<file path="src/rtl/boost_seq_defs.svh">
`ifndef BOOST_SEQ_DEFS_SVH
`define BOOST_SEQ_DEFS_SVH

// system clock rate
`define CLK_FREQ_MHZ           25

// sequence times in microseconds
`define T_PRECHARGE_STEP_US    750
`define T_PRECHARGE_MAX_US     1500
`define T_RESTART_WAIT_US      1000
`define T_FAULT_PULSE_US       1

// derived cycle counts
`define PRECHARGE_STEP_CYC     (`T_PRECHARGE_STEP_US * `CLK_FREQ_MHZ)
`define PRECHARGE_MAX_CYC      (`T_PRECHARGE_MAX_US * `CLK_FREQ_MHZ)
`define RESTART_WAIT_CYC       (`T_RESTART_WAIT_US * `CLK_FREQ_MHZ)
`define FAULT_PULSE_CYC        (`T_FAULT_PULSE_US * `CLK_FREQ_MHZ)

// register offsets
`define REG_CTRL_ADDR          4'h0
`define REG_STATUS_ADDR        4'h1
`define REG_MODE_ADDR          4'h2

// control fields and reset value
`define CTRL_FAULT_PULSE_BIT   0
`define CTRL_NORMAL_ILIM_BIT   1
`define CTRL_RESET             8'h00

`endif

</file>
<file path="src/rtl/boost_seq_pkg.sv">
package boost_seq_pkg;

    // operating mode, coded as {en, bypass_request_n}
    typedef enum logic [1:0] {
        MODE_LOWIQ_PT     = 2'b00,
        MODE_SHUTDOWN_MIN = 2'b01,
        MODE_FORCED_PT    = 2'b10,
        MODE_AUTO         = 2'b11
    } op_mode_t;

    // sequencer states
    typedef enum logic [2:0] {
        ST_OFF         = 3'b000,
        ST_PRECHARGE   = 3'b001,
        ST_BOOST_START = 3'b010,
        ST_RUN         = 3'b011,
        ST_FAULT_WAIT  = 3'b100,
        ST_DISCHARGE   = 3'b101,
        ST_SHUTDOWN    = 3'b110
    } seq_state_t;

    // comparator indications from the analog side
    typedef struct packed {
        logic out_ge_in;
        logic out_at_preset;
        logic out_below_reg10;
        logic out_below_600mv;
        logic precharge_dropout;
        logic bypass_overcurrent;
        logic valley_over_limit;
        logic temp_above_110;
        logic temp_below_100;
        logic temp_above_115;
        logic temp_above_160;
        logic temp_below_tsd_hyst;
        logic vin_below_uvlo;
        logic vin_above_uvlo_hyst;
    } sense_t;

    // power stage controls
    typedef struct packed {
        logic precharge_on;
        logic precharge_high;
        logic precharge_reduced;
        logic boost_on;
        logic boost_ilim_reduced;
        logic delay_on_time;
        logic bypass_on;
        logic forced_pt;
        logic lowiq_pt;
        logic min_out_shutdown;
        logic discharge_on;
        logic load_connect;
    } stage_t;

endpackage : boost_seq_pkg

</file>
<file path="src/rtl/phase_timer.sv">
`timescale 1ns/1ps
module phase_timer
    import boost_seq_pkg::*;
#(
    parameter int TIMER_W = 16
)(
    // clock and reset
    input  wire logic               clk_sys,
    input  wire logic               resetn,
    // control
    input  wire logic               clear,
    // elapsed cycles in the current phase
    output logic [TIMER_W-1:0]      count
);

    // counts up, saturating, restarts on clear
    always_ff @(posedge clk_sys)
    begin
        if (!resetn || clear)
            count <= '0;
        else if (count != '1)
            count <= count + 1'b1;
    end

endmodule : phase_timer

</file>
<file path="src/rtl/mode_decoder.sv">
`timescale 1ns/1ps
module mode_decoder
    import boost_seq_pkg::*;
(
    // clock and reset
    input  wire logic    clk_sys,
    input  wire logic    resetn,
    // mode pins
    input  wire logic    en,
    input  wire logic    bypass_request_n,
    // decoded mode
    output op_mode_t     mode
);

    // pins sampled together; a skewed auto to low-iq change would pass through
    // the shutdown or the forced pass-through code for a cycle
    always_ff @(posedge clk_sys)
    begin
        if (!resetn)
            mode <= MODE_AUTO;
        else
            mode <= op_mode_t'({en, bypass_request_n});
    end

endmodule : mode_decoder

</file>
<file path="src/rtl/boost_seq.sv">
`timescale 1ns/1ps
`include "boost_seq_defs.svh"
module boost_seq
    import boost_seq_pkg::*;
#(
    parameter int PRECHARGE_STEP_CYC = `PRECHARGE_STEP_CYC,
    parameter int PRECHARGE_MAX_CYC  = `PRECHARGE_MAX_CYC,
    parameter int RESTART_WAIT_CYC   = `RESTART_WAIT_CYC,
    parameter int FAULT_PULSE_CYC    = `FAULT_PULSE_CYC,
    parameter int TIMER_W            = 16
)(
    // clock and reset
    input  wire logic        clk_sys,
    input  wire logic        resetn,
    // mode pins
    input  wire logic        en,
    input  wire logic        bypass_request_n,
    // output reset / fault pin
    input  wire logic        output_reset_fault_n_in,
    output logic             output_reset_fault_n_out,
    output logic             output_reset_fault_n_oe,
    // analog comparators and power stage
    input  wire sense_t      sense,
    output stage_t           stage,
    // status pins
    output logic             power_good,
    output logic             serial_if_enable,
    // register port
    input  wire logic [3:0]  addr,
    input  wire logic [7:0]  wr_data,
    input  wire logic        wr_en,
    input  wire logic        rd_en,
    output logic [7:0]       rd_data
);

    localparam logic [TIMER_W-1:0] STEP_M1 =
        TIMER_W'(PRECHARGE_STEP_CYC - 1);
    localparam logic [TIMER_W-1:0] MAX_M1 =
        TIMER_W'(PRECHARGE_MAX_CYC - 1);
    localparam logic [TIMER_W-1:0] WAIT_M1 =
        TIMER_W'(RESTART_WAIT_CYC - 1);
    localparam logic [7:0] PULSE_LEN = 8'(FAULT_PULSE_CYC);

    // refuse counts the counters cannot hold
    if (PRECHARGE_STEP_CYC < 1 ||
        PRECHARGE_STEP_CYC >= PRECHARGE_MAX_CYC ||
        PRECHARGE_MAX_CYC >= (1 << TIMER_W) ||
        RESTART_WAIT_CYC < 1 ||
        RESTART_WAIT_CYC >= (1 << TIMER_W) ||
        FAULT_PULSE_CYC < 1 || FAULT_PULSE_CYC > 255)
    begin : g_bad_params
        $error("boost_seq: timing parameters out of range");
    end

    seq_state_t         state_reg;
    seq_state_t         state_next;
    op_mode_t           mode;
    logic [TIMER_W-1:0] phase_cnt;
    logic [7:0]         ctrl_reg;
    logic [7:0]         pulse_cnt_reg;
    logic               uvlo_reg;
    logic               tsd_reg;
    logic               fold_reg;
    logic               warm_reg;
    logic               pin_prev_reg;
    logic               reset_edge;
    logic               fault_now;
    logic               active_mode;
    stage_t             stage_next;
    logic               pg_next;

    // mode pins to operating mode
    mode_decoder u_mode (
        .clk_sys          (clk_sys),
        .resetn           (resetn),
        .en               (en),
        .bypass_request_n (bypass_request_n),
        .mode             (mode)
    );

    // elapsed time in the current state
    phase_timer #(.TIMER_W(TIMER_W)) u_timer (
        .clk_sys (clk_sys),
        .resetn  (resetn),
        .clear   (state_next != state_reg),
        .count   (phase_cnt)
    );

    // undervoltage lockout with hysteresis, starts locked
    always_ff @(posedge clk_sys)
    begin
        if (!resetn)
            uvlo_reg <= 1'b1;
        else if (sense.vin_below_uvlo)
            uvlo_reg <= 1'b1;
        else if (sense.vin_above_uvlo_hyst)
            uvlo_reg <= 1'b0;
    end

    // thermal shutdown latch, set wins
    always_ff @(posedge clk_sys)
    begin
        if (!resetn)
            tsd_reg <= 1'b0;
        else if (sense.temp_above_160)
            tsd_reg <= 1'b1;
        else if (sense.temp_below_tsd_hyst)
            tsd_reg <= 1'b0;
    end

    // pre-charge current fold-back while hot
    always_ff @(posedge clk_sys)
    begin
        if (!resetn)
            fold_reg <= 1'b0;
        else if (state_reg == ST_PRECHARGE && sense.temp_above_110)
            fold_reg <= 1'b1;
        else if (sense.temp_below_100)
            fold_reg <= 1'b0;
    end

    // early heat warning for power-good
    always_ff @(posedge clk_sys)
    begin
        if (!resetn)
            warm_reg <= 1'b0;
        else if (sense.temp_above_115)
            warm_reg <= 1'b1;
        else if (sense.temp_below_100)
            warm_reg <= 1'b0;
    end

    // falling edge on the reset pin, ignored while we pull it
    always_ff @(posedge clk_sys)
    begin
        if (!resetn)
            pin_prev_reg <= 1'b1;
        else
            pin_prev_reg <= output_reset_fault_n_in;
    end

    assign reset_edge = pin_prev_reg && !output_reset_fault_n_in &&
                        !output_reset_fault_n_oe;

    assign active_mode = (mode == MODE_AUTO) || (mode == MODE_FORCED_PT);

    // fault causes
    always_comb
    begin
        fault_now = tsd_reg;
        if (state_reg == ST_PRECHARGE &&
            (sense.precharge_dropout ||
             (phase_cnt >= MAX_M1 && !sense.out_ge_in)))
            fault_now = 1'b1;
        if (state_reg == ST_BOOST_START && phase_cnt >= MAX_M1 &&
            !sense.out_at_preset)
            fault_now = 1'b1;
        if (state_reg == ST_RUN && sense.bypass_overcurrent)
            fault_now = 1'b1;
    end

    // next state
    always_comb
    begin
        state_next = state_reg;
        unique case (state_reg)
            ST_OFF:
                if (active_mode)
                    state_next = ST_PRECHARGE;
                else
                    state_next = ST_SHUTDOWN;
            ST_PRECHARGE:
                if (sense.out_ge_in)
                    state_next = (mode == MODE_AUTO) ? ST_BOOST_START
                                                     : ST_RUN;
            ST_BOOST_START:
                if (sense.out_at_preset)
                    state_next = ST_RUN;
            ST_RUN:
                if (!active_mode)
                    state_next = ST_SHUTDOWN;
            ST_FAULT_WAIT:
                if (phase_cnt >= WAIT_M1 && !tsd_reg)
                    state_next = ST_OFF;
            ST_DISCHARGE:
                if (sense.out_below_600mv)
                    state_next = ST_OFF;
            ST_SHUTDOWN:
                if (active_mode)
                    state_next = ST_PRECHARGE;
            default:
                state_next = ST_OFF;
        endcase
        if ((state_reg == ST_PRECHARGE || state_reg == ST_BOOST_START ||
             state_reg == ST_RUN) && reset_edge)
            state_next = ST_DISCHARGE;
        if (fault_now && state_reg != ST_OFF &&
            state_reg != ST_SHUTDOWN)
            state_next = ST_FAULT_WAIT;
        if (uvlo_reg)
            state_next = ST_OFF;
    end

    // state register
    always_ff @(posedge clk_sys)
    begin
        if (!resetn)
            state_reg <= ST_OFF;
        else
            state_reg <= state_next;
    end

    // power stage settings for the coming state
    always_comb
    begin
        stage_next = '0;
        unique case (state_next)
            ST_PRECHARGE:
            begin
                stage_next.precharge_on      = 1'b1;
                stage_next.precharge_high    =
                    state_reg == ST_PRECHARGE &&
                    phase_cnt >= STEP_M1;
                stage_next.precharge_reduced = fold_reg;
                stage_next.load_connect      = 1'b1;
            end
            ST_BOOST_START:
            begin
                stage_next.boost_on           = 1'b1;
                stage_next.boost_ilim_reduced =
                    !ctrl_reg[`CTRL_NORMAL_ILIM_BIT];
                stage_next.delay_on_time      =
                    sense.valley_over_limit;
                stage_next.load_connect       = 1'b1;
            end
            ST_RUN:
            begin
                stage_next.load_connect = 1'b1;
                if (mode == MODE_FORCED_PT)
                begin
                    stage_next.forced_pt = 1'b1;
                    stage_next.bypass_on = 1'b1;
                end
                else
                begin
                    stage_next.boost_on      = 1'b1;
                    stage_next.delay_on_time =
                        sense.valley_over_limit;
                end
            end
            ST_SHUTDOWN:
                if (mode == MODE_LOWIQ_PT)
                begin
                    stage_next.lowiq_pt  = 1'b1;
                    stage_next.bypass_on = 1'b1;
                end
                else
                    stage_next.min_out_shutdown = 1'b1;
            ST_DISCHARGE:
                stage_next.discharge_on = 1'b1;
            default:
                stage_next = '0;
        endcase
    end

    // power stage register
    always_ff @(posedge clk_sys)
    begin
        if (!resetn)
            stage <= '0;
        else
            stage <= stage_next;
    end

    // power-good for the coming state
    always_comb
    begin
        pg_next = 1'b0;
        if (state_next == ST_SHUTDOWN)
            pg_next = 1'b1;
        else if (state_next == ST_RUN)
            pg_next = (mode == MODE_FORCED_PT) ||
                      !(sense.out_below_reg10 || warm_reg);
    end

    // power-good register
    always_ff @(posedge clk_sys)
    begin
        if (!resetn)
            power_good <= 1'b0;
        else
            power_good <= pg_next;
    end

    // serial interface follows the lockout
    always_ff @(posedge clk_sys)
    begin
        if (!resetn)
            serial_if_enable <= 1'b0;
        else
            serial_if_enable <= !uvlo_reg;
    end

    // fault pulse length counter
    always_ff @(posedge clk_sys)
    begin
        if (!resetn)
            pulse_cnt_reg <= 8'h00;
        else if (state_next == ST_FAULT_WAIT &&
                 state_reg != ST_FAULT_WAIT &&
                 ctrl_reg[`CTRL_FAULT_PULSE_BIT])
            pulse_cnt_reg <= PULSE_LEN;
        else if (pulse_cnt_reg != 8'h00)
            pulse_cnt_reg <= pulse_cnt_reg - 8'h01;
    end

    // open-drain pin: drive low only while the pulse runs
    always_ff @(posedge clk_sys)
    begin
        if (!resetn)
        begin
            output_reset_fault_n_oe  <= 1'b0;
            output_reset_fault_n_out <= 1'b0;
        end
        else
        begin
            output_reset_fault_n_oe  <= (state_next == ST_FAULT_WAIT &&
                state_reg != ST_FAULT_WAIT &&
                ctrl_reg[`CTRL_FAULT_PULSE_BIT]) ||
                (pulse_cnt_reg > 8'h01);
            output_reset_fault_n_out <= 1'b0;
        end
    end

    // control register writes
    always_ff @(posedge clk_sys)
    begin
        if (!resetn)
            ctrl_reg <= `CTRL_RESET;
        else if (wr_en && addr == `REG_CTRL_ADDR)
            ctrl_reg <= wr_data;
    end

    // read data, valid the cycle after the strobe only
    always_ff @(posedge clk_sys)
    begin
        if (!resetn || !rd_en)
            rd_data <= 8'h00;
        else
            unique case (addr)
                `REG_CTRL_ADDR:   rd_data <= ctrl_reg;
                `REG_STATUS_ADDR: rd_data <= {power_good, tsd_reg,
                                              warm_reg, uvlo_reg,
                                              fold_reg, state_reg};
                `REG_MODE_ADDR:   rd_data <= {6'h00, mode};
                default:          rd_data <= 8'h00;
            endcase
    end
endmodule : boost_seq

</file>
<file path="config.mk">
export PLATFORM = sky130hd
export DESIGN_NAME = boost_seq
export DESIGN_NICKNAME = d
export VERILOG_FILES = /design/src/rtl/boost_seq_pkg.sv /design/src/rtl/phase_timer.sv /design/src/rtl/mode_decoder.sv /design/src/rtl/boost_seq.sv
export VERILOG_INCLUDE_DIRS = /design/src /design/src/rtl
export SDC_FILE = /design/constraint.sdc
export NUM_CORES = 1
export LEC_CHECK = 0
export BUFFER_PORTS_ARGS = -buffer_cell sky130_fd_sc_hd__buf_4
export CORE_ASPECT_RATIO = 0.7
export CORE_UTILIZATION = 45
export CTS_BUF_LIST = sky130_fd_sc_hd__clkbuf_2 sky130_fd_sc_hd__clkbuf_4 sky130_fd_sc_hd__clkbuf_8
export DETAILED_ROUTE_END_ITERATION = 7
export GPL_ROUTABILITY_DRIVEN = 0
export PLACE_DENSITY = 0.68
export SYNTH_ARGS = -nofsm -noshare
export SYNTH_HDL_FRONTEND = slang
export SYNTH_HIERARCHICAL = 1
export SYNTH_SLANG_ARGS = --single-unit
</file>
<file path="constraint.sdc">
create_clock -name clk_sys -period 3.2 [get_ports clk_sys]
set_input_delay 0.64 -clock clk_sys [delete_from_list [all_inputs] [get_ports clk_sys]]
set_output_delay 0.64 -clock clk_sys [all_outputs]
set_load 0.02 [all_outputs]
</file>
==> results of run 1 <==
-- cell families (layout without fill, tap and decap cells) --
group	Yosys count	in the layout	share of synthesized area
simple gates	147	147	0.269
flops	65	65	0.403
mux	19	19	0.0605
xor+xnor	7	7	0.0190
compound gates	80	80	0.189
buf+inv	29	91	0.0423
fa+ha+maj	4	4	0.0155
other cells	1	1	0.00116
-- where the power goes --
part	internal [mW]	total [mW]	switching [mW]	leakage (nW)
Clock	0.367	0.703	0.336	0.101
Sequential	0.874	0.950	0.0766	0.528
Combinational	0.222	0.454	0.232	0.899
Total	1.46	2.11	0.644	1.53
-- per-stage QoR --
stage / utilization / std cells / total power [mW] / cell area [sq um]
6_report: 0.572 / 508 / 2.11 / 3920
5_1_grt: 0.572 / 508 / 2.23 / 3920
4_1_cts: 0.572 / 508 / 2.13 / 3920
3_5_place_dp: 0.543 / 492 / 1.42 / 3720
3_3_place_gp: 0.543 / 492 / 1.40 / 3720
2_1_floorplan: - / 352 / 1.30 / 3230
-- worst register-to-register path, stage by stage (launching register included) --
cell and delay (ns):
dfxtp_1 0.62, nor3b_1 0.23, o21ai_0 0.13, a221oi_2 0.46, nand2_4 0.17, a2111oi_2 0.32, o21ai_1 0.11, nand2b_1 0.43
a311oi_1 0.37
-- cell type report --
class                   instances  share of cell area
clock buffers                   9              0.0316
clock inverters                 7              0.0198
inverters                      14              0.0134
multi-input cells             258               0.456
flip-flops and latches         65               0.332
well taps                      94              0.0300
repair buffers                 61               0.117
-- routing by layer --
| layer | track usage | part of all wire | up-vias |
|---|---|---|---|
| met3 | 0.0527 | 0.058 | 7 |
| met5 | 0 | 0 | - |
| met2 | 0.322 | 0.42 | 81 |
| li1 | - | - | 1412 |
| met4 | 0.0751 | 0.010 | 0 |
| met1 | 0.322 | 0.51 | 1299 |
-- synthesized netlist by cell type (2+ instances only) --
| master | count | area share |
|---|---|---|
| a2111oi_2 | 2 | 0.0093 |
| and2_1 | 2 | 0.0039 |
| nor3_1 | 12 | 0.019 |
| or3_1 | 6 | 0.012 |
| nor2_1 | 34 | 0.040 |
| xor2_1 | 3 | 0.0081 |
| nor2b_1 | 14 | 0.027 |
| buf_6 | 2 | 0.0070 |
| mux2i_1 | 18 | 0.056 |
| inv_1 | 14 | 0.016 |
| a211o_1 | 2 | 0.0054 |
| a21o_1 | 2 | 0.0047 |
| nand3_1 | 13 | 0.020 |
| nand2_1 | 16 | 0.019 |
| a31oi_1 | 7 | 0.014 |
| a211oi_1 | 5 | 0.012 |
| o21a_1 | 4 | 0.0093 |
| a311oi_1 | 2 | 0.0054 |
| nand2b_1 | 7 | 0.014 |
| o211ai_1 | 4 | 0.0093 |
| xnor2_1 | 4 | 0.011 |
| and3_1 | 5 | 0.0097 |
| o21ai_1 | 6 | 0.0093 |
| ha_1 | 4 | 0.016 |
| nand4_1 | 5 | 0.0097 |
| a21boi_0 | 4 | 0.0093 |
| nor3b_1 | 5 | 0.012 |
| or4_1 | 4 | 0.0093 |
| buf_4 | 3 | 0.0070 |
| a21oi_1 | 15 | 0.023 |
| clkbuf_1 | 9 | 0.010 |
| or2_2 | 2 | 0.0039 |
| dfxtp_1 | 65 | 0.40 |
| nor4_1 | 8 | 0.016 |
| o31ai_1 | 2 | 0.0047 |
| o21ai_0 | 7 | 0.011 |
-- how the worst max path moves through the flow --
stage | startpoint | end | slack (ns) | cells after the start
2_1_floorplan | sense[13] | u_timer/count[13] | 0.77 | 9
3_3_place_gp | sense[13] | u_timer/count[14] | 0.26 | 10
3_5_place_dp | sense[13] | u_timer/count[15] | 0.21 | 9
4_1_cts | state_reg[1] | u_timer/count[15] | 0.28 | 8
5_1_grt | state_reg[1] | u_timer/count[14] | 0.12 | 9
6_report | state_reg[1] | u_timer/count[15] | 0.26 | 8
==> results.tsv, run 1 <==
stage	metric	value	unit
status	status	finished clean	
synthesis	Post-Syn Instances	352	
sta	final max-slew violation count	0	
detailed_routing	Vias	2799	
clocking	sinks on the clock net	65	
hold_path	Worst Hold Endpoint	u_mode/mode[1]	
synthesis	Async S/R FF share, synth	0	
clocking	H-tree depth	3	
synthesis	count of different cell masters after synthesis	71	
die	Chip Width	103	um
detailed_routing	Post-DRT Antenna Nets	0	
die	FP Rows	25	
global_route	number of global-route vias before repair	2483	
place	Place WS	0.213	ns
clocking	CTS tree	yes	
setup_path	CP Buf/Inv Count	0	
setup_path	Crit path largest cell delay	0.62	ns
cells_and_area	most frequent cells in the layout	65 x dfxtp_1, 61 x buf_4, 34 x nor2_1, 18 x mux2i_1, 16 x nand2_1	
clocking	cts bufs inserted	9	
sta	post-route clock period utilization	0.920	
setup_path	crit-path cells	nor3b_1, o21ai_0, a221oi_2, nand2_4, a2111oi_2, o21ai_1, nand2b_1, a311oi_1	
cells_and_area	antenna cells	0	
sta	clk_skew	0.00822	ns
power	Peak VDD IR	0.000382	V
cells_and_area	most common cell after layout, fill and taps aside	dfxtp_1	
clocking	clock-pin slew on the worst setup and hold paths	0.07	ns
cells_and_area	FF+latch area	1300	sq um
clocking	clock buffer depth	2	
setup_path	R2R Setup Slk	0.26	ns
detailed_routing	drt total wl	7620	um
die	die height	72.8	um
clocking	cts repair resizes	0	
global_route	first-pass GRT wire length	12400	um
sta	final setup TNS	0	ns
setup_path	launching point of the worst reg2reg path	state_reg[1]	
setup_path	Crit Path Max Fanout	13	
synthesis	synthesized flop and latch total	65	
synthesis	Ys Warns	6	
global_route	initial antenna violation count	0	
power	Lkg Pwr	1.53	nW
detailed_routing	Avg WL per Cell	15.0	um
die	I/O pins	57	
clocking	# Post-CTS Setup Buffers	0	
hold_path	worst hold path depth	2	
setup_path	r2r endpoint	u_timer/count[15]	
clocking	Root Buffer	clkbuf_8	
synthesis	Avg Synthesized Cell Area	9.16	sq um
clocking	Post-CTS Hold Fix Bufs	0	
detailed_routing	vias per std cell	5.51	
global_route	gr usage total	0.222	
global_route	largest net degree at the start of global routing	30	
die	Initial Util	0.471	
hold_path	min-delay worst type	input port to register	
power	PwrDens	538	nW/um^2
setup_path	Worst Reg-to-Reg Cells	8	
setup_path	crit path launch type	register	
sta	RSZ-0062 raised after global routing	no	
cells_and_area	area of the multi-input gates	1790	sq um
synthesis	cell area after synthesis	3230	sq um
sta	Final WS setup	0.257	ns
cells_and_area	Top Registers	u_timer/count (16), stage (12)	
setup_path	Critical-path top delay cell	dfxtp_1	
detailed_routing	drt pass-1 iters	4	
sta	Worst-Margin Slew	0.764	ns
synthesis	EDFF count, synth	0	
cells_and_area	layout cells sized above 1	0.246	
setup_path	Crit path max-delay family	compound AO/OA/AOI/OAI gates	
sta	Max Clk Rate	340	MHz
cells_and_area	synth-to-layout area growth	21.5	%
setup_path	crit path DAT	3.17	ns
cells_and_area	max FFs per register	16	
place	Final HPWL DP	5700	um
cells_and_area	Biggest register	u_timer/count	
synthesis	Syn Nets	389	
hold_path	hold path start	en	
sta	Tmin final	2.94	ns
synthesis	post-synthesis sequential area ratio	0.403	
sta	Fin. Hold Viols	0	
detailed_routing	DRC viols	0	
place	number of port buffers	55	
die	core area	6850	sq um
detailed_routing	DRT iter0 DRCs	249	
synthesis	Synth Flop Type	dfxtp_1	
setup_path	CP Data Required Time	3.43	ns
sta	# setup viols final	0	
clocking	clock latency on the worst-skew pair	0.34	ns
sta	Hold WS	0.483	ns
setup_path	Crit Path Class	register to register	
global_route	gr ovfl total	0	
cells_and_area	final-stage net count	446	
setup_path	Worst setup EP type	register	
flow_run	Max-Cap Viols	0	
die	die footprint	7520	sq um
sta	worst relative slew slack	0.487	
cells_and_area	fillcell total	611	
Note: power is estimated with default switching activity, not from simulation.
==> inputs of run 2 (changes only) <==
--- a/config.mk
+++ b/config.mk
@@ -6,7 +6,7 @@
 export SDC_FILE = /design/constraint.sdc
 export NUM_CORES = 1
 export LEC_CHECK = 0
-export BUFFER_PORTS_ARGS = -buffer_cell sky130_fd_sc_hd__buf_4
+export BUFFER_PORTS_ARGS = -buffer_cell sky130_fd_sc_hd__buf_2
 export CORE_ASPECT_RATIO = 0.7
 export CORE_UTILIZATION = 45
 export CTS_BUF_LIST = sky130_fd_sc_hd__clkbuf_2 sky130_fd_sc_hd__clkbuf_4 sky130_fd_sc_hd__clkbuf_8
==> run 2 against run 1 <==
Sequential power about the same; total power increased by 7.0%; cell area decreased by 2.7%; register-to-register slack improved by 0.03 ns; sequential share of layout area increased by 0.90 points; clock power increased by 24%; critical path type unchanged.
==> results.tsv, run 2 (synthesized netlist as in run 1, its figures left out) <==
stage	metric	value	unit	change
die	core area	6850	sq um	unchanged
setup_path	Crit Path Max Fanout	14		+1
cells_and_area	final core utilization	0.557		-0.0152
place	Final HPWL DP	5570	um	-2.2%
clocking	clock-pin slew on the worst setup and hold paths	0.08	ns	about the same
sta	Hold WS	0.467	ns	-0.0169 ns
sta	final setup TNS	0	ns	unchanged
cells_and_area	layout cells sized above 1	0.243		-0.00366
clocking	# Post-CTS Setup Buffers	0		unchanged
sta	Tmin final	2.92	ns	-0.0262 ns
hold_path	min-delay worst type	register to register		
setup_path	launching point of the worst reg2reg path	state_reg[0]		
status	status	finished clean		
cells_and_area	Top Registers	u_timer/count (16), stage (12)		
setup_path	crit path launch type	register		
sta	Max Clk Rate	343	MHz	+0.90%
cells_and_area	most frequent cells in the layout	65 x dfxtp_1, 55 x buf_2, 34 x nor2_1, 18 x mux2i_1, 16 x nand2_1		
power	Clock Power Share	0.388		+0.054
detailed_routing	drt pass-1 iters	4		unchanged
place	number of port buffers	55		unchanged
setup_path	Worst Setup SP	state_reg[0]		
setup_path	Crit Path Class	register to register		
die	I/O pins	57		unchanged
power	Comb power frac	0.190		-0.026
clocking	cts bufs inserted	9		unchanged
place	Place WS	0.230	ns	+0.0165 ns
die	Initial Util	0.471		unchanged
flow_run	Max-Cap Viols	0		unchanged
setup_path	crit path DAT	3.20	ns	+0.03 ns
power	PwrDens	591	nW/um^2	+9.9%
clocking	Root Buffer	clkbuf_8		
detailed_routing	Avg WL per Cell	15.0	um	about the same
sta	Worst-Margin Slew	0.769	ns	+0.00516 ns
global_route	gr usage total	0.217		-0.00567
cells_and_area	most common cell after layout, fill and taps aside	dfxtp_1		
cells_and_area	Biggest register	u_timer/count		
sta	Final WS setup	0.284	ns	+0.0262 ns
detailed_routing	vias per std cell	5.54		+0.50%
power	P_int	1.62	mW	+11%
power	Power, Total	2.26	mW	+7.0%
detailed_routing	Vias	2802		+0.11%
detailed_routing	DRC viols	0		unchanged
clocking	clock buffer depth	2		unchanged
setup_path	CP Data Required Time	3.49	ns	+0.06 ns
sta	worst relative slew slack	0.483		-0.00346
global_route	initial antenna violation count	0		unchanged
sta	# setup viols final	0		unchanged
power	Peak VDD IR	0.000439	V	+15%
cells_and_area	max FFs per register	16		unchanged
clocking	CTS tree	yes		
global_route	number of global-route vias before repair	2426		-2.3%
cells_and_area	final-stage net count	444		-0.45%
sta	RSZ-0062 raised after global routing	no		
clocking	sinks on the clock net	65		unchanged
global_route	gr ovfl total	0		unchanged
clocking	cts repair resizes	0		unchanged
power	sequential group share of total power	0.422		-0.029
global_route	first-pass GRT wire length	12200	um	-2.3%
power	Lkg Pwr	1.52	nW	-0.52%
global_route	largest net degree at the start of global routing	30		unchanged
sta	post-route clock period utilization	0.911		-0.00820
die	die height	72.8	um	unchanged
clocking	clock latency on the worst-skew pair	0.35	ns	about the same
die	Chip Width	103	um	unchanged
hold_path	hold path start	ctrl_reg[1]		
cells_and_area	synth-to-layout area growth	18.3	%	
sta	final max-slew violation count	0		unchanged
power	switch share	0.281		-0.0243
power	net switching power	0.634	mW	-1.5%
detailed_routing	DRT iter0 DRCs	203		-18%
sta	Fin. Hold Viols	0		unchanged
clocking	Post-CTS Hold Fix Bufs	0		unchanged
die	FP Rows	25		unchanged
detailed_routing	Post-DRT Antenna Nets	0		unchanged
detailed_routing	drt total wl	7590	um	-0.34%
clocking	H-tree depth	3		unchanged
die	die footprint	7520	sq um	unchanged
setup_path	Worst setup EP type	register		
sta	clk_skew	0.0104	ns	+0.00219 ns
cells_and_area	antenna cells	0		unchanged
-- run 2: cell types whose count changed in the layout (fill, tap and decap cells not counted), sizes merged --
cell	previous run	this run
inv	17	16
bufinv	1	3
clkbuf	9	10
clkinv	2	1
clkinvlp	1	0
buf	61	59
-- run 2: worst paths after layout --
kind,slack (ns),depth (start not counted),end
worst max-delay path,0.28,9,u_timer/count[14]
worst min-delay path,0.47,1,stage[7]
worst max register to register,0.28,9,u_timer/count[14]
worst min register to register,0.47,1,stage[7]
-- run 2: critical path, cell delays in order, from the launching register on --
cell and delay, ns:
dfxtp_1 0.62, nor3b_1 0.23, o21ai_0 0.13, a221oi_2 0.48, nand2_4 0.16, a2111oi_2 0.31
o21ai_1 0.11, nand2b_1 0.39, a31oi_1 0.28, o21a_1 0.14
-- run 2: area by class of cell --
cell class | instances | area [sq um]
fill | 610 | 3040
inverter | 14 | 52.6
tap | 94 | 118
clock inverter | 6 | 113
sequential | 65 | 1300
timing repair buffer | 59 | 305
multi-input combinational | 258 | 1790
clock buffer | 10 | 138
-- run 2: stage by stage --
stage | std cells | area (sq um)
after floorplan | 352 | 3230
after global placement | 490 | 3560
after detailed placement | 490 | 3560
after CTS | 506 | 3810
after global routing | 506 | 3810
final | 506 | 3810
-- run 2: routing by layer --
layer,wire length [um],GRT usage,vias up
met2,3060,0.294,100
li1,-,-,1404
met4,73,0.0657,0
met3,678,0.0613,9
met5,0,0,-
met1,3780,0.326,1289
-- run 2: power by group through the flow --
| stage | combinational [mW] | clock, mW | sequential [mW] |
|---|---|---|---|
| global route | 0.485 | 0.932 | 0.962 |
| finish | 0.429 | 0.874 | 0.952 |
| global placement | 0.423 | 0 | 0.965 |
| floorplan | 0.341 | 0 | 0.955 |
| detailed placement | 0.429 | 0 | 0.968 |
| CTS | 0.431 | 0.891 | 0.950 |
==> inputs of run 3 (changes only) <==
--- a/config.mk
+++ b/config.mk
@@ -8,10 +8,12 @@
 export LEC_CHECK = 0
 export BUFFER_PORTS_ARGS = -buffer_cell sky130_fd_sc_hd__buf_2
 export CORE_ASPECT_RATIO = 0.7
+export CORE_MARGIN = 4
 export CORE_UTILIZATION = 45
 export CTS_BUF_LIST = sky130_fd_sc_hd__clkbuf_2 sky130_fd_sc_hd__clkbuf_4 sky130_fd_sc_hd__clkbuf_8
 export DETAILED_ROUTE_END_ITERATION = 7
 export GPL_ROUTABILITY_DRIVEN = 0
+export GPL_TIMING_DRIVEN = 0
 export PLACE_DENSITY = 0.68
 export SYNTH_ARGS = -nofsm -noshare
 export SYNTH_HDL_FRONTEND = slang
==> run 3 against run 2 <==
Setup slack better by 0.038 ns; final cell count up 2.0%; cell area up 1.3%; largest power group unchanged; clock skew down 0.0053 ns; critical endpoint is now u_timer/count[13].
==> results.tsv, run 3 (synthesized netlist as in run 1, its figures left out) <==
stage	metric	value	unit	change
setup_path	Crit path max-delay family	compound AO/OA/AOI/OAI gates		
detailed_routing	Avg WL per Cell	15.2	um	+1.4%
sta	post-route clock period utilization	0.899		-0.0119
die	core area	6850	sq um	unchanged
detailed_routing	DRC viols	0		unchanged
cells_and_area	Biggest register	u_timer/count		
global_route	initial antenna violation count	0		unchanged
sta	Worst-Margin Slew	0.603	ns	-0.166 ns
sta	final setup TNS	0	ns	unchanged
setup_path	Crit Path Max Fanout	10		-4
global_route	gr usage total	0.188		-0.0285
setup_path	crit path DAT	3.15	ns	-0.05 ns
clocking	clock buffer depth	2		unchanged
cells_and_area	most common cell after layout, fill and taps aside	dfxtp_1		
cells_and_area	layout cells sized above 1	0.239		-0.00338
cells_and_area	max FFs per register	16		unchanged
setup_path	Critical-path top delay cell	dfxtp_1		
detailed_routing	DRT iter0 DRCs	218		+7.4%
die	die height	78.8	um	+8.2%
cells_and_area	Top Registers	u_timer/count (16), stage (12)		
cells_and_area	final core utilization	0.564		+0.00731
die	die footprint	8610	sq um	+15%
detailed_routing	Post-DRT Antenna Nets	0		unchanged
cells_and_area	area of the multi-input gates	1790	sq um	unchanged
sta	Tmin final	2.88	ns	-0.0382 ns
die	Initial Util	0.471		unchanged
die	Chip Width	109	um	+5.8%
flow_run	Max-Cap Viols	0		unchanged
global_route	number of global-route vias before repair	2499		+3.0%
place	number of port buffers	54		-1.8%
power	Lkg Pwr	1.53	nW	+0.71%
setup_path	CP Buf/Inv Count	1		+1
power	PwrDens	585	nW/um^2	-0.98%
clocking	H-tree depth	3		unchanged
setup_path	Crit Path Class	register to register		
power	Peak VDD IR	0.000448	V	+1.9%
detailed_routing	drt pass-1 iters	5		+1
clocking	cts bufs inserted	9		unchanged
cells_and_area	FF+latch area	1300	sq um	unchanged
sta	Fin. Hold Viols	0		unchanged
global_route	gr ovfl total	0		unchanged
clocking	Root Buffer	clkbuf_8		
cells_and_area	most frequent cells in the layout	65 x dfxtp_1, 55 x buf_2, 34 x nor2_1, 18 x mux2i_1, 16 x nand2_1		
hold_path	min-delay worst type	register to register		
setup_path	Crit path largest cell delay	0.51	ns	-0.11 ns
detailed_routing	vias per std cell	5.50		-0.75%
setup_path	crit path launch type	register		
cells_and_area	fillcell total	614		+0.66%
clocking	clock-pin slew on the worst setup and hold paths	0.08	ns	about the same
cells_and_area	synth-to-layout area growth	19.8	%	
clocking	# Post-CTS Setup Buffers	0		unchanged
setup_path	Worst setup EP type	register		
cells_and_area	antenna cells	0		unchanged
setup_path	crit-path cells	nand2_1, or4_1, o211ai_1, nand2_4, a2111oi_2, o21ai_1, nand2b_1, clkbuf_1, a31oi_1		
sta	clk_skew	0.00514	ns	-0.00527 ns
sta	RSZ-0062 raised after global routing	no		
die	FP Rows	25		unchanged
sta	Max Clk Rate	347	MHz	+1.3%
place	Final HPWL DP	5670	um	+1.8%
global_route	largest net degree at the start of global routing	13		-57%
status	status	finished clean		
sta	# setup viols final	0		unchanged
clocking	CTS tree	yes		
die	I/O pins	57		unchanged
clocking	cts repair resizes	0		unchanged
place	Placement Cell Area	3610	sq um	+1.4%
detailed_routing	drt total wl	7860	um	+3.4%
cells_and_area	final instance area	3860	sq um	+1.3%
setup_path	CP Data Required Time	3.47	ns	-0.02 ns
sta	worst relative slew slack	0.598		+0.114
global_route	first-pass GRT wire length	12600	um	+3.9%
detailed_routing	Vias	2836		+1.2%
cells_and_area	final-stage net count	454		+2.3%
setup_path	R2R Setup Slk	0.32	ns	+0.04 ns
clocking	Post-CTS Hold Fix Bufs	0		unchanged
clocking	sinks on the clock net	65		unchanged
clocking	clock latency on the worst-skew pair	0.34	ns	about the same
sta	final max-slew violation count	0		unchanged
[run 3: cell count changes in the layout (fill, tap and decap cells not counted)]
cell        previous run  this run
clkinvlp_4             0         2
clkinv_2               1         0
clkbuf_1               0         9
inv_6                  2         1
buf_6                  0         2
buf_4                  4         3
[run 3: layout make-up]
type / count / share of cell area
Buffer: 15 / 0.0217
Clock inverter: 6 / 0.0295
Sequential cell: 65 / 0.337
Inverter: 14 / 0.0136
Multi-Input combinational cell: 258 / 0.463
Timing Repair Buffer: 54 / 0.0699
Clock buffer: 10 / 0.0356
Tap cell: 94 / 0.0304
[run 3: final timing paths]
| path | start | end | cells past startpoint |
|---|---|---|---|
| hold / removal | ctrl_reg[1] | stage[7] | 1 |
| setup reg to reg | u_timer/count[9] | u_timer/count[13] | 9 |
| setup / recovery | u_timer/count[9] | u_timer/count[13] | 9 |
| hold reg to reg | ctrl_reg[1] | stage[7] | 1 |
[run 3: worst register-to-register path: cells and delay by family (launching register included)]
family / cells / cell delay, ns
buffers and inverters: 1 / 0.29
AOI/OAI and AO/OA: 4 / 1.08
and+or+nand+nor: 4 / 0.93
DFF: 1 / 0.51
[run 3: metal layers]
| layer | track usage | vias to the layer above | part of all wire |
|---|---|---|---|
| met5 | 0 | - | 0 |
| met4 | 0.0809 | 0 | 0.014 |
| met3 | 0.0471 | 11 | 0.086 |
| met2 | 0.252 | 110 | 0.41 |
| met1 | 0.280 | 1288 | 0.49 |
| li1 | - | 1427 | - |
[run 3: through the flow]
stage | std cells | setup WS [ns] | power, mW | hold WS (ns)
detailed placement | 500 | 0.263 | 1.40 | 0.460
global route | 516 | 0.0658 | 2.39 | 0.460
global placement | 500 | 0.286 | 1.39 | 0.455
CTS | 516 | 0.353 | 2.29 | 0.465
floorplan | 352 | 0.771 | 1.30 | 0.424
finish | 516 | 0.322 | 2.26 | 0.476
[run 3: report_power, final]
group	internal [mW]	switching (mW)	total (mW)
clock	0.541	0.337	0.878
sequential	0.874	0.0671	0.941
combinational	0.206	0.238	0.444
